==> config.mk <==
export PLATFORM = sky130hd
export DESIGN_NAME = sit_timer
export DESIGN_NICKNAME = d
export VERILOG_FILES = /design/src/verilog/sit_pkg.sv /design/src/verilog/sit_prescaler.sv /design/src/verilog/sit_timer.sv
export SDC_FILE = /design/constraint.sdc
export NUM_CORES = 1
export LEC_CHECK = 0
export BUFFER_PORTS_ARGS = -buffer_cell sky130_fd_sc_hd__buf_2
export CORE_ASPECT_RATIO = 0.8
export CORE_MARGIN = 2
export CORE_UTILIZATION = 50
export DETAILED_ROUTE_END_ITERATION = 16
export HOLD_SLACK_MARGIN = 0.06
export PLACE_DENSITY_LB_ADDON = 0.05
export SLEW_MARGIN = 20
export SYNTH_ARGS = -nofsm -noshare
export SYNTH_HDL_FRONTEND = slang
export SYNTH_SLANG_ARGS = --single-unit
==> constraint.sdc <==
create_clock -name mclk -period 2.2 [get_ports mclk]
set_input_delay 0.11 -clock mclk [delete_from_list [all_inputs] [get_ports mclk]]
set_output_delay 0.11 -clock mclk [all_outputs]
set_load 0.01 [all_outputs]
==> src/verilog/sit_pkg.sv <==
// sit_pkg: constants, types and decode helpers for the 16-bit interval timer.
// Assumes one clock domain (mclk, 10 MHz) and a 16-bit register port.
`default_nettype none

package sit_pkg;

	// register port shape
	localparam int ADDR_W = 3;
	localparam int DATA_W = 16;

	// register offsets (word index on the register port)
	localparam logic [2:0] OFS_CONTROL = 3'h0;
	localparam logic [2:0] OFS_COUNT = 3'h1;
	localparam logic [2:0] OFS_PERIOD = 3'h2;
	localparam logic [2:0] OFS_STATUS = 3'h3;
	localparam logic [2:0] OFS_MASK = 3'h4;

	// timer_control field positions
	localparam int BIT_RUN = 15;
	localparam int BIT_IDLE_STOP = 13;
	localparam int BIT_GATE_ACC = 6;
	localparam int BIT_PS_HI = 5;
	localparam int BIT_PS_LO = 4;
	localparam int BIT_SYNC = 2;
	localparam int BIT_SRC = 1;

	// implemented control bits; all others read as zero
	localparam logic [15:0] CTL_WRITABLE = 16'ha076;

	// status and mask layout
	localparam int ST_W = 2;
	localparam int ST_PERIOD = 0;
	localparam int ST_GATE = 1;

	// reset values
	localparam logic [15:0] CTL_RESET = 16'h0000;
	localparam logic [15:0] COUNT_RESET = 16'h0000;
	localparam logic [15:0] PERIOD_RESET = 16'hffff;
	localparam logic [15:0] DATA_ZERO = 16'h0000;
	localparam logic [1:0] ST_ZERO = 2'h0;

	// prescaler: last value of the divide counter per setting
	localparam int PS_W = 8;
	localparam logic [7:0] PS_LAST_1 = 8'h00;
	localparam logic [7:0] PS_LAST_8 = 8'h07;
	localparam logic [7:0] PS_LAST_64 = 8'h3f;
	localparam logic [7:0] PS_LAST_256 = 8'hff;
	localparam logic [1:0] PS_SEL_1 = 2'h0;
	localparam logic [1:0] PS_SEL_8 = 2'h1;
	localparam logic [1:0] PS_SEL_64 = 2'h2;

	typedef enum logic [1:0] {
		MODE_TIMER,
		MODE_GATED,
		MODE_SYNC_CNT,
		MODE_ASYNC_CNT
	} sit_mode_type;

	// one register port request
	typedef struct packed {
		logic [ADDR_W-1:0] addr;
		logic [DATA_W-1:0] wdata;
		logic wr;
		logic rd;
	} sit_bus_req_type;

	// operating mode from the control word
	function automatic sit_mode_type sit_mode(input logic [15:0] ctl);
		if (ctl[BIT_SRC]) begin
			sit_mode = ctl[BIT_SYNC] ? MODE_SYNC_CNT : MODE_ASYNC_CNT;
		end else begin
			sit_mode = ctl[BIT_GATE_ACC] ? MODE_GATED : MODE_TIMER;
		end
	endfunction : sit_mode

	// terminal count of the prescaler for a select code
	function automatic logic [7:0] sit_ps_last(input logic [1:0] sel);
		if (sel == PS_SEL_1) begin
			sit_ps_last = PS_LAST_1;
		end else if (sel == PS_SEL_8) begin
			sit_ps_last = PS_LAST_8;
		end else if (sel == PS_SEL_64) begin
			sit_ps_last = PS_LAST_64;
		end else begin
			sit_ps_last = PS_LAST_256;
		end
	endfunction : sit_ps_last

endpackage : sit_pkg

`default_nettype wire

==> src/verilog/sit_prescaler.sv <==
// sit_prescaler: divides a stream of input ticks by 1, 8, 64 or 256.
// Assumes tick_in is sampled every mclk, each high cycle one tick; tick_out is combinational.
`timescale 1ns/1ps
`default_nettype none

module sit_prescaler
	import sit_pkg::*;
(
	input wire logic mclk, // system clock
	input wire logic reset, // synchronous, active high
	input wire logic clear, // restart the divide count
	input wire logic tick_in, // input tick pulse
	input wire logic [1:0] ratio, // prescale select code
	output logic tick_out // divided tick pulse
);

	typedef struct packed {
		logic [PS_W-1:0] cnt;
	} sit_ps_state_type;

	sit_ps_state_type st;
	sit_ps_state_type next_st;
	logic [PS_W-1:0] last;

	// terminal count from the select code; 1:1 passes every tick
	always_comb begin
		last = sit_ps_last(ratio);
		tick_out = tick_in && (st.cnt == last);
		next_st = st;
		if (clear) begin
			next_st.cnt = '0;
		end else if (tick_in) begin
			next_st.cnt = (st.cnt == last) ? '0 : PS_W'(st.cnt + 1'b1);
		end
	end

	// state register
	always_ff @(posedge mclk) begin
		if (reset) begin
			st <= '0;
		end else begin
			st <= next_st;
		end
	end

	// every control write clears the count, so a new ratio never starts past its end
	a_ps_in_range: assert property (@(posedge mclk) disable iff (reset)
		st.cnt <= last)
		else $error("prescaler count past its terminal value");

endmodule : sit_prescaler

`default_nettype wire

==> src/verilog/sit_timer.sv <==
// sit_timer: 16-bit interval timer / event counter with prescaler and period match.
// Assumes pins and register port are synchronous to mclk; read data one cycle later.
//
// Operation
// - A 16-bit up counter runs freely as timer or event counter while enabled.
// - An asynchronous counter mode counts the external pin with no synchroniser stage.
// - In synchronous counter mode the prescaler output, not the raw pin, is synchronised.
// - Timer and gated timer modes count the internal instruction clock.
// - Both counter modes count the external count pin.
// - Mode comes from source select with gate enable, or source select with sync select.
// - With idle-stop bit 13 set the module halts while the device is idle.
// - Gate accumulate bit 6 acts only with the internal source and is ignored otherwise.
// - Prescale field bits 5-4 divide by 256, 64, 8 or 1 for codes 11, 10, 01, 00.
// - Bit 2 synchronises the prescaled external input when the external source is chosen.
// - Bit 1 selects the external pin on its rising edge, or the internal clock when 0.
// - Software writes to the count are ignored while running as synchronous counter.
// - Unimplemented control bits 14, 12-7, 3 and 0 read as zero.
`timescale 1ns/1ps
`default_nettype none

module sit_timer
	import sit_pkg::*;
(
	input wire logic mclk, // system clock, 10 MHz
	input wire logic reset, // synchronous, active high
	input wire sit_bus_req_type bus_req, // register port request
	output logic [DATA_W-1:0] bus_rdata, // read data, cycle after read
	input wire logic idle_mode, // device is in idle
	input wire logic external_count_pin, // count clock or gate input
	output logic irq // level interrupt
);

	typedef struct packed {
		logic [15:0] control;
		logic [15:0] count;
		logic [15:0] period;
		logic [ST_W-1:0] status;
		logic [ST_W-1:0] mask;
		logic pin_prev;
		logic sync1;
		logic sync2;
		logic [DATA_W-1:0] rdata;
	} sit_state_type;

	sit_state_type st;
	sit_state_type next_st;
	sit_mode_type mode;
	logic running;
	logic pin_rise;
	logic gate_fall;
	logic ps_in;
	logic ps_tick;
	logic ps_clear;
	logic count_tick;
	logic count_wr;
	logic count_wr_ok;
	logic period_hit;

	// mode and run decode
	always_comb begin
		mode = sit_mode(st.control);
		running = st.control[BIT_RUN] && !(st.control[BIT_IDLE_STOP] && idle_mode);
		pin_rise = external_count_pin && !st.pin_prev;
		gate_fall = (mode == MODE_GATED) && running && st.pin_prev
			&& !external_count_pin;
	end

	// prescaler input selection per mode
	always_comb begin
		case (mode)
			MODE_TIMER: ps_in = running;
			MODE_GATED: ps_in = running && external_count_pin;
			default: ps_in = running && pin_rise;
		endcase
	end

	// software write to the count; blocked in running synchronous counter mode
	always_comb begin
		count_wr = bus_req.wr && (bus_req.addr == OFS_COUNT);
		count_wr_ok = count_wr && !(st.control[BIT_RUN] && mode == MODE_SYNC_CNT);
		ps_clear = count_wr_ok || (bus_req.wr && bus_req.addr == OFS_CONTROL);
	end

	sit_prescaler sit_prescaler_i (
		.mclk(mclk),
		.reset(reset),
		.clear(ps_clear),
		.tick_in(ps_in),
		.ratio(st.control[BIT_PS_HI:BIT_PS_LO]),
		.tick_out(ps_tick)
	);

	// the async path uses the prescaled pin directly; sync path waits two flops
	always_comb begin
		if (mode == MODE_SYNC_CNT) begin
			count_tick = st.sync2 && running;
		end else begin
			count_tick = ps_tick;
		end
		period_hit = count_tick && (st.count == st.period);
	end

	// next state: counter, registers, flags, read data
	always_comb begin
		next_st = st;
		next_st.rdata = DATA_ZERO;
		next_st.pin_prev = external_count_pin;
		// first flop feeds only the second
		next_st.sync1 = ps_tick && (mode == MODE_SYNC_CNT);
		next_st.sync2 = st.sync1;

		// counting; a match wraps to zero on the count clock after it
		if (count_tick) begin
			if (period_hit) begin
				next_st.count = COUNT_RESET;
			end else begin
				next_st.count = 16'(st.count + 1'b1);
			end
		end

		// software writes win over a count tick in the same cycle
		if (bus_req.wr) begin
			if (bus_req.addr == OFS_CONTROL) begin
				next_st.control = bus_req.wdata & CTL_WRITABLE;
			end else if (bus_req.addr == OFS_COUNT) begin
				if (count_wr_ok) begin
					next_st.count = bus_req.wdata;
				end
			end else if (bus_req.addr == OFS_PERIOD) begin
				next_st.period = bus_req.wdata;
			end else if (bus_req.addr == OFS_MASK) begin
				next_st.mask = bus_req.wdata[ST_W-1:0];
			end
		end

		// reads; status clears on read
		if (bus_req.rd) begin
			if (bus_req.addr == OFS_CONTROL) begin
				next_st.rdata = st.control & CTL_WRITABLE;
			end else if (bus_req.addr == OFS_COUNT) begin
				next_st.rdata = st.count;
			end else if (bus_req.addr == OFS_PERIOD) begin
				next_st.rdata = st.period;
			end else if (bus_req.addr == OFS_STATUS) begin
				next_st.rdata = {{(DATA_W-ST_W){1'b0}}, st.status};
				next_st.status = ST_ZERO;
			end else if (bus_req.addr == OFS_MASK) begin
				next_st.rdata = {{(DATA_W-ST_W){1'b0}}, st.mask};
			end
		end

		// events set after the clear so a same-cycle event is kept
		if (period_hit && mode != MODE_GATED) begin
			next_st.status[ST_PERIOD] = 1'b1;
		end
		if (gate_fall) begin
			next_st.status[ST_GATE] = 1'b1;
		end
	end

	// state register
	always_ff @(posedge mclk) begin
		if (reset) begin
			st.control <= CTL_RESET;
			st.count <= COUNT_RESET;
			st.period <= PERIOD_RESET;
			st.status <= ST_ZERO;
			st.mask <= ST_ZERO;
			st.pin_prev <= 1'b0;
			st.sync1 <= 1'b0;
			st.sync2 <= 1'b0;
			st.rdata <= DATA_ZERO;
		end else begin
			st <= next_st;
		end
	end

	// outputs
	assign bus_rdata = st.rdata;
	assign irq = |(st.status & st.mask);

	// unimplemented control bits never read back as one
	a_ctl_read_zero: assert property (@(posedge mclk) disable iff (reset)
		bus_req.rd && bus_req.addr == OFS_CONTROL |=> (bus_rdata & ~CTL_WRITABLE) == DATA_ZERO)
		else $error("unimplemented control bit read as one");

	// count write ignored in running synchronous counter mode
	a_sync_write_block: assert property (@(posedge mclk) disable iff (reset)
		count_wr && st.control[BIT_RUN] && mode == MODE_SYNC_CNT && !count_tick
		|=> st.count == $past(st.count))
		else $error("count written in synchronous counter mode");

	// a stopped timer holds its count
	a_stop_holds: assert property (@(posedge mclk) disable iff (reset)
		!st.control[BIT_RUN] && !st.sync2 && !count_wr |=> $stable(st.count))
		else $error("count moved while stopped");

	// idle with idle-stop set halts counting
	a_idle_halts: assert property (@(posedge mclk) disable iff (reset)
		st.control[BIT_IDLE_STOP] && idle_mode && !count_wr |=> $stable(st.count))
		else $error("count moved in idle with idle stop");

	// timer mode at 1:1 counts every internal clock
	a_timer_counts: assert property (@(posedge mclk) disable iff (reset)
		mode == MODE_TIMER && running && st.control[BIT_PS_HI:BIT_PS_LO] == PS_SEL_1
		&& st.count != st.period && !count_wr
		|=> st.count == 16'($past(st.count) + 1'b1))
		else $error("timer mode did not count");

	// outside gated mode a period match wraps to zero and raises the flag
	a_period_wrap: assert property (@(posedge mclk) disable iff (reset)
		period_hit && mode != MODE_GATED && !count_wr
		|=> st.count == COUNT_RESET && st.status[ST_PERIOD])
		else $error("period match did not wrap or flag");

	// gated mode holds the count while the gate is low
	a_gate_low_hold: assert property (@(posedge mclk) disable iff (reset)
		mode == MODE_GATED && !external_count_pin && !count_wr |=> $stable(st.count))
		else $error("gated count moved with gate low");

	// gate falling edge sets the gate flag
	a_gate_fall_flag: assert property (@(posedge mclk) disable iff (reset)
		gate_fall |=> st.status[ST_GATE])
		else $error("gate falling edge not flagged");

	// async counter at 1:1 counts a pin rise in the next cycle
	a_async_edge: assert property (@(posedge mclk) disable iff (reset)
		mode == MODE_ASYNC_CNT && running && pin_rise && !ps_clear
		&& st.control[BIT_PS_HI:BIT_PS_LO] == PS_SEL_1 && st.count != st.period
		|=> st.count == 16'($past(st.count) + 1'b1))
		else $error("async counter missed a pin rise");

	// sync counter sees the prescaled tick two cycles later
	a_sync_latency: assert property (@(posedge mclk) disable iff (reset)
		mode == MODE_SYNC_CNT && ps_tick ##1 mode == MODE_SYNC_CNT |=> st.sync2)
		else $error("synchronised tick not two cycles late");

	// external source never raises the gate flag, whatever the gate bit says
	a_gate_ignored: assert property (@(posedge mclk) disable iff (reset)
		st.control[BIT_SRC] && !st.status[ST_GATE] |=> !st.status[ST_GATE])
		else $error("gate bit acted with external source");

	// count reads return the count of the strobe cycle
	a_count_read: assert property (@(posedge mclk) disable iff (reset)
		bus_req.rd && bus_req.addr == OFS_COUNT |=> bus_rdata == $past(st.count))
		else $error("count read returned a stale value");

	// an unmapped index reads as zero
	a_unmapped_zero: assert property (@(posedge mclk) disable iff (reset)
		bus_req.rd && bus_req.addr > OFS_MASK |=> bus_rdata == DATA_ZERO)
		else $error("unmapped index read as nonzero");

	// period register takes a write as given
	a_period_write: assert property (@(posedge mclk) disable iff (reset)
		bus_req.wr && bus_req.addr == OFS_PERIOD |=> st.period == $past(bus_req.wdata))
		else $error("period write not taken");

	// control keeps only the implemented bits of a write
	a_control_write: assert property (@(posedge mclk) disable iff (reset)
		bus_req.wr && bus_req.addr == OFS_CONTROL
		|=> st.control == ($past(bus_req.wdata) & CTL_WRITABLE))
		else $error("control write not masked to implemented bits");

	// an accepted count write wins over a tick in the same cycle
	a_count_write_wins: assert property (@(posedge mclk) disable iff (reset)
		count_wr_ok |=> st.count == $past(bus_req.wdata))
		else $error("accepted count write lost");

	// async counter moves only on a pin rise
	a_async_rise_only: assert property (@(posedge mclk) disable iff (reset)
		mode == MODE_ASYNC_CNT && !pin_rise && !count_wr |=> $stable(st.count))
		else $error("async counter moved without a pin rise");

	// sync counter moves only when the second flop carries a tick
	a_sync_second_flop: assert property (@(posedge mclk) disable iff (reset)
		mode == MODE_SYNC_CNT && !st.sync2 && !count_wr |=> $stable(st.count))
		else $error("sync counter moved without a synchronised tick");

	// gated mode at 1:1 counts every cycle the gate is high
	a_gate_high_counts: assert property (@(posedge mclk) disable iff (reset)
		mode == MODE_GATED && running && external_count_pin
		&& st.control[BIT_PS_HI:BIT_PS_LO] == PS_SEL_1 && st.count != st.period && !count_wr
		|=> st.count == 16'($past(st.count) + 1'b1))
		else $error("gated count missed a gate-high cycle");

	// the period flag is sticky until a status read
	a_period_sticky: assert property (@(posedge mclk) disable iff (reset)
		st.status[ST_PERIOD] && !(bus_req.rd && bus_req.addr == OFS_STATUS)
		|=> st.status[ST_PERIOD])
		else $error("period flag dropped without a status read");

	// the period flag rises only on a period match
	a_period_flag_cause: assert property (@(posedge mclk) disable iff (reset)
		!period_hit && !st.status[ST_PERIOD] |=> !st.status[ST_PERIOD])
		else $error("period flag set without a match");

	// a status read with no new event leaves status empty
	a_status_read_clear: assert property (@(posedge mclk) disable iff (reset)
		bus_req.rd && bus_req.addr == OFS_STATUS && !period_hit && !gate_fall
		|=> st.status == ST_ZERO)
		else $error("status not cleared by its read");

endmodule : sit_timer

`default_nettype wire

==> implementation parameters, run 1 <==
Parameter                              Value

CTS
  Largest buffer count on any clock path ... 2
  CTS tree ... yes
  Count of clock tree sinks ... 70
  Clock Latency Late Sink ... 350 ps
  Total CTS buffers ... 9
  Number of levels in the clock H-tree ... 3
  Buffer type at the clock tree root ... sky130_fd_sc_hd__clkbuf_8
  Clock slew seen by the registers of the worst setup and hold paths ... 80 ps

Synth
  Top post-synthesis cells by area ... sky130_fd_sc_hd__dfxtp_1, sky130_fd_sc_hd__nand2_1, sky130_fd_sc_hd__xor2_1
  Most used flip-flop cell after synthesis ... sky130_fd_sc_hd__dfxtp_1
  Synth cell count leaders ... sky130_fd_sc_hd__dfxtp_1, sky130_fd_sc_hd__nand2_1, sky130_fd_sc_hd__nor2_1, sky130_fd_sc_hd__clkbuf_1, sky130_fd_sc_hd__xor2_1
  Average cell area after synthesis ... 8.16 um^2
  Nets in the synthesized netlist ... 470
  Total number of yosys warnings ... 0
  Count of different cell masters after synthesis ... 59
  Fraction of registers with async set/reset ... 0%
  Most area-hungry cell type in the Yosys netlist ... sky130_fd_sc_hd__dfxtp_1
  Number of storage elements in the synthesis netlist ... 70
  Summed instance area of the synthesized netlist ... 3620 um^2
  Post-Syn Instances ... approximately 440
  Cell with the most instances after synthesis ... sky130_fd_sc_hd__dfxtp_1
  Number of flops mapped to enable cells by yosys ... 0
  Share of the yosys chip area belonging to registers ... between 30% and 40%
  Proportion of netlist area held by the largest area contributor ... approximately two fifths

STA
  Final hold violations ... 0
  Final critical-path required period ... roughly 2200 ps
  Count of pins over their slew limit ... 0
  Clock skew after layout ... between 10 and 15 ps
  Slew Limit Headroom ... 64.1%
  Least-Margin Pin Slew ... ~530 ps
  Achievable Freq ... approximately 460 MHz
  Final worst path period share ... a little over nine tenths
  Setup Viol. Count Final ... 0

Detailed routing
  Total DRC errors in the routed layout ... 0
  Count of TritonRoute iterations in the first routing pass ... 5
  Number of vias after detailed routing ... between 3000 and 4000
  Routed len/inst ... 16.7 um
  Ratio of routed vias to standard cells ... ~5.8
  Violation count after the first detailed-routing iteration ... 300
  Final antenna-violating net count ... 0
  Total length of routed wires ... around 10 mm

Global routing
  Vias in the first global route ... 3068
  Congestion Overflow GR ... 0
  Antenna violations before repair ... 0
  Global routing's busiest layer ... met1
  Maximum number of pins on one net before global-route repair ... 27
  Wire length of the first global-routing pass ... 15.8 mm
  Total routing usage reported by global routing ... between 20 and 30%
  Global routing met2 resource utilization ... 37.5%
  GRT met1 Usage ... 38.9%
  Global routing met3 resource utilization ... 5.74%

Power and ir drop
  Internal power ... roughly 1.8 mW
  Leakage power summed over all cells ... roughly 1.7 nW
  Clock network fraction of total power ... a little over a third
  Net load switching power ... approximately 0.70 mW
  Final Power ... 2.54 mW
  Share of power burned in combinational logic ... 11.7%
  Peak supply drop ... roughly 0.30 mV
  Fraction of power consumed by sequential logic ... 53.0%
  Power density of the placed cells ... approximately 600 nW/um^2
  Switching Fraction ... between 20% and 30%

Layout
  Fraction of the core area covered by cells at the end of the flow ... 61.3%
  Layout overhead on the synthesized area ... 18.0%
  Final nets ... about 520
  N_diodes ... 0
  Fill cell instance count of the final layout ... between 600 and 700
  Layout cell share with drive strength beyond 1 ... a little under a fifth

Placement
  HPWL after detailed placement ... 7.07 mm
  Routability congestion estimate from global placement ... 0.953
  Port bufs ... 41

Floorplanning
  Boundary Pins ... between 40 and 50
  Std cell rows ... 27
  Area of the core ... approximately 7000 um^2
  Die X-Extent ... roughly 99 um
  Floorplan die area ... between 7000 and 8000 um^2
  Vertical die dimension ... approximately 80 um
  Initial Utilization ... between 50 and 60%

Job
  Max-cap violations ... 0

Worst setup path
  R2R Setup Slk ... around 49 ps
  Worst EP required ... roughly 2500 ps
  Setup crit end kind ... flop
  Critical Path AT ... between 2000 and 2500 ps
  Kind of critical path ... flop to flop
  Buffers and inverters on the worst path ... 0
  Max stage delay on crit path ... approximately 570 ps
  Sequence of cells on the critical path ... or4_4, o22ai_4, o211ai_4, and2_1, or4b_1, a21oi_1
  Element type at the critical path start ... flop
  Slowest cell on the critical path ... sky130_fd_sc_hd__or4_4
  Crit path max fanout ... 5
  Worst path top cell family by delay ... simple AND/OR/NAND/NOR gates

Hold path
  Type of the most critical hold path ... input port to flop

Outcome
  Run status ... complete, no violations
area by class of cell:
cell class / count / area, um^2 / area share [%]
clock inverters: 6 / 38.8 / 0.909
flip-flops and latches: 70 / 1400 / 32.9
repair buffers: 87 / 596 / 14.0
well taps: 87 / 109 / 2.55
inverters: 12 / 45.0 / 1.06
multi-input cells: 317 / 1950 / 45.7
clock buffers: 9 / 124 / 2.90
final timing paths:
kind / start / to / depth (start not counted)
worst min-delay path: bus_req[20] / bus_rdata[1]$_SDFF_PP0_ / 3
worst max-delay path: sit_prescaler_i.st[6]$_SDFFE_PP0P_ / st[52]$_SDFF_PP0_ / 6
worst min register to register: next_st[16]$_SDFF_PP0_ / st[16]$_SDFF_PP0_ / 1
worst max register to register: sit_prescaler_i.st[6]$_SDFFE_PP0P_ / st[52]$_SDFF_PP0_ / 6
metal layers:
layer  vias up  share of wire, %
met5         -                 0
met4         0               1.0
met3        11               7.4
met2       129                42
met1      1593                50
li1       1656                 -
tightest hold or removal path, stage by stage:
cell and delay, ps:
sky130_fd_sc_hd__buf_2 140, sky130_fd_sc_hd__nand3_1 80, sky130_fd_sc_hd__a21oi_1 70
power groups by stage:
stage	combinational (mW)	clock, mW	sequential [mW]
global route	0.328	0.972	1.35
detailed placement	0.268	0	1.37
finish	0.296	0.898	1.34
CTS	0.293	0.920	1.34
floorplan	0.182	0	1.35
global placement	0.266	0	1.37
cells by family after synthesis:
family	after synthesis	share of synthesized area [%]
flip-flops	70	38.8
XOR/XNOR	27	6.54
buffers and inverters	56	7.58
AND/OR/NAND/NOR	195	26.8
adder cells (fa/ha/maj)	2	0.692
AO/OA/AOI/OAI	87	17.5
multiplexers	6	2.08
through the flow:
step | instance area (um^2) | setup TNS [ps] | setup WS (ps) | cells | hold slack [ps]
5_1_grt | 4270 | -2.18 | -2.18 | 588 | 103
6_report | 4270 | 0 | 49.1 | 588 | 99.5
2_1_floorplan | 3620 | 0 | 126 | 443 | 228
4_1_cts | 4250 | 0 | 65.5 | 588 | 85.2
3_5_place_dp | 3910 | 0 | 85.8 | 555 | 340
3_3_place_gp | 3910 | 0 | 140 | 555 | 336
state kept, by name (all words and copies together), names as in the netlist:
name,count
bus_rdata,16
next_st,1
sit_prescaler_i.st,8
st,45
placed cells by master (no fill, tap or decap), types with 6 or more instances in the layout:
master                           n
sky130_fd_sc_hd__xor2_1         21
sky130_fd_sc_hd__nand3b_1       13
sky130_fd_sc_hd__inv_1          12
sky130_fd_sc_hd__xnor2_1         6
sky130_fd_sc_hd__a211oi_1        6
sky130_fd_sc_hd__o21ai_0        12
sky130_fd_sc_hd__dlygate4sd3_1  18
sky130_fd_sc_hd__dfxtp_1        69
sky130_fd_sc_hd__nand4_1        12
sky130_fd_sc_hd__buf_4          28
sky130_fd_sc_hd__a211o_1         8
sky130_fd_sc_hd__clkbuf_8        9
sky130_fd_sc_hd__buf_2          41
sky130_fd_sc_hd__nor2_1         47
sky130_fd_sc_hd__a22oi_1        10
sky130_fd_sc_hd__nand2_1        57
sky130_fd_sc_hd__a21oi_1        14
sky130_fd_sc_hd__nand3_1        18
sky130_fd_sc_hd__nor4_1          9
sky130_fd_sc_hd__nor2b_1        13
what timing repair did:
item,in CTS,in global routing
endpoints found under the setup margin,0,3
endpoints found under the hold margin,34,0
gates resized for setup,0,3
buffers inserted,0,0
hold buffers,18,0
Note: power is estimated with default switching activity, not from simulation.
==> run 2, diff against run 1 <==
Settings changed: CORE_MARGIN 2 to unset.
==> run 2 against run 1 <==
Count of clock-buffer cells in the layout grew 1. First-iteration DRC count fell by 15%. Cell count increased by 0.34%. Total power increased by 9.2%.
==> implementation parameters, run 2 (synthesis gave the netlist of run 1 again) <==
Parameter                              Value

Placement
  Post-placement cell area ... 3920 um^2 (+0.19%)
  Setup Slack @ Placement ... 91.0 ps (+5.19 ps)
  Placed instance count ... 556 (+0.18%)
  Port bufs ... 41 (unchanged)
  Routability congestion estimate from global placement ... 0.918 (-3.7%)
  HPWL after detailed placement ... 6.99 mm (-1.1%)

Worst setup path
  R2R Setup Slk ... 90 ps (+40 ps)
  Destination of the critical timing path ... st[52]$_SDFF_PP0_
  Kind of critical path ... flop to flop
  Setup crit end kind ... flop
  Crit path max fanout ... 5 (unchanged)
  Max stage delay on crit path ... 540 ps (-30 ps)
  CP startpoint ... sit_prescaler_i.st[6]$_SDFFE_PP0P_
  Critical path depth in cells ... 6 (unchanged)
  Critical Path AT ... 2390 ps (-40 ps)
  Worst EP required ... 2480 ps (about the same)
  Start of the worst register-to-register path ... sit_prescaler_i.st[6]$_SDFFE_PP0P_
  Sequence of cells on the critical path ... or4_1, o22ai_2, o211ai_4, and2_1, or4b_1, a21oi_1
  Slowest cell on the critical path ... sky130_fd_sc_hd__or4_1
  Element type at the critical path start ... flop
  Buffers and inverters on the worst path ... 0 (unchanged)
  Capture instance of the worst register-to-register path ... st[52]$_SDFF_PP0_
  Worst path top cell family by delay ... simple AND/OR/NAND/NOR gates
  Length in cells of the worst reg-to-reg path ... 6 (unchanged)

Floorplanning
  Area of the core ... 6930 um^2 (-0.49%)
  Floorplan die area ... 7580 um^2 (-4.5%)
  Std cell rows ... 27 (unchanged)
  Initial Utilization ... 52.2% (+0.25 points)
  Boundary Pins ... 42 (unchanged)
  Vertical die dimension ... 78.1 um (-2.5%)
  Die X-Extent ... 97.1 um (-2.0%)

STA
  Final hold violations ... 0 (unchanged)
  Least-Margin Pin Slew ... 411 ps (-123 ps)
  Achievable Freq ... 473 MHz (+1.8%)
  Final worst path period share ... 96.0% (-1.7 points)
  Worst-case setup margin in the final layout ... 87.0 ps (+37.9 ps)
  Worst hold-check slack ... 98.4 ps (-1.04 ps)
  Setup repair after global routing missed its margin ... no
  Clock skew after layout ... 8.47 ps (-3.44 ps)
  Setup Viol. Count Final ... 0 (unchanged)
  Final critical-path required period ... 2110 ps (-37.9 ps)
  Total Neg Setup Slack ... 0 ps (unchanged)
  Slew Limit Headroom ... 72.6% (+8.5 points)
  Count of pins over their slew limit ... 0 (unchanged)

Detailed routing
  Ratio of routed vias to standard cells ... 5.69 (-1.3%)
  Total length of routed wires ... 9.62 mm (-1.8%)
  Routed len/inst ... 16.3 um (-2.1%)
  Violation count after the first detailed-routing iteration ... 254 (-15%)
  Number of vias after detailed routing ... 3356 (-0.97%)
  Final antenna-violating net count ... 0 (unchanged)
  Count of TritonRoute iterations in the first routing pass ... 5 (unchanged)
  Total DRC errors in the routed layout ... 0 (unchanged)

Job
  Max-cap violations ... 0 (unchanged)

CTS
  Total setup buffers inserted after CTS ... 0 (unchanged)
  CTS tree ... yes
  Number of levels in the clock H-tree ... 3 (unchanged)
  Buffer type at the clock tree root ... sky130_fd_sc_hd__clkbuf_8
  Clock slew seen by the registers of the worst setup and hold paths ... 70 ps (about the same)
  Clock Latency Late Sink ... 350 ps (about the same)
  Total CTS buffers ... 9 (unchanged)
  Count of clock tree sinks ... 70 (unchanged)
  Largest buffer count on any clock path ... 2 (unchanged)

Layout
  Number of flip-flops in the largest register ... 45 (unchanged)
  Final nets ... 525 (+0.19%)
  Fraction of the core area covered by cells at the end of the flow ... 62.3% (+1.0 points)
  Layout cell share with drive strength beyond 1 ... 19.3% (+0.32 points)
  Cell area after layout ... 4320 um^2 (+1.2%)
  Most used cells in the layout excluding fill and tap cells ... sky130_fd_sc_hd__dfxtp_1, sky130_fd_sc_hd__nand2_1, sky130_fd_sc_hd__nor2_1, sky130_fd_sc_hd__buf_2, sky130_fd_sc_hd__buf_4
  Layout overhead on the synthesized area ... 19.4%
  Fill cell instance count of the final layout ... 637 (-2.5%)
  Most common cell after layout, fill and taps aside ... sky130_fd_sc_hd__dfxtp_1
  N_diodes ... 0 (unchanged)
  Largest Register ... st
  Post-route non-filler standard cell count ... 590 (+0.34%)

Global routing
  Maximum number of pins on one net before global-route repair ... 38 (+41%)
  Antenna violations before repair ... 0 (unchanged)
  Vias in the first global route ... 3140 (+2.3%)
  Wire length of the first global-routing pass ... 16.0 mm (+1.2%)
  Congestion Overflow GR ... 0 (unchanged)
  Total routing usage reported by global routing ... 26.6% (+0.74 points)

Hold path
  Type of the most critical hold path ... input port to flop

Power and ir drop
  Power density of the placed cells ... 642 nW/um^2 (+7.9%)
  Leakage power summed over all cells ... 1.72 nW (+1.5%)
  Final Power ... 2.77 mW (+9.2%)
  Peak supply drop ... 0.328 mV (+9.6%)

Outcome
  Run status ... complete, no violations
-- run 2: power breakdown --
part / switching (mW) / internal [mW] / total, mW
logic: 0.163 / 0.141 / 0.303
clock network: 0.493 / 0.636 / 1.13
registers: 0.0376 / 1.30 / 1.34
-- run 2: worst min-delay path by stage --
stage | slack [ps] | cells after the start | to | start
6_report | 100 | 2 | st[22]$_SDFFE_PP0P_ | reset
5_1_grt | 110 | 2 | st[22]$_SDFFE_PP0P_ | reset
4_1_cts | 80 | 3 | bus_rdata[1]$_SDFF_PP0_ | bus_req[20]
3_5_place_dp | 340 | 3 | st[33]$_SDFFE_PP1P_ | bus_req[12]
3_3_place_gp | 340 | 3 | st[33]$_SDFFE_PP1P_ | bus_req[12]
2_1_floorplan | 230 | 1 | st[25]$_SDFFE_PP1P_ | bus_req[4]
-- run 2: what timing repair did --
action                                 4_1_cts  5_1_grt
resized for setup                            0        3
hold buffers                                18        0
endpoints found under the hold margin       31        0
setup endpoints to repair                    0        5
-- run 2: layout make-up --
type	instances	area, um^2	share of cell area, %
multi-input cells	317	1940	45.0
flip-flops and latches	70	1410	32.6
repair buffers	88	603	14.0
clock buffers	10	128	2.96
well taps	87	109	2.52
clock inverters	6	86.3	2.00
inverters	12	45.0	1.04
-- run 2: routing by layer --
| layer | part of all wire [%] | track usage, % |
|---|---|---|
| met5 | 0 | 0 |
| met3 | 7.1 | 4.54 |
| met1 | 50 | 40.5 |
| met4 | 0.85 | 6.27 |
| met2 | 42 | 38.9 |
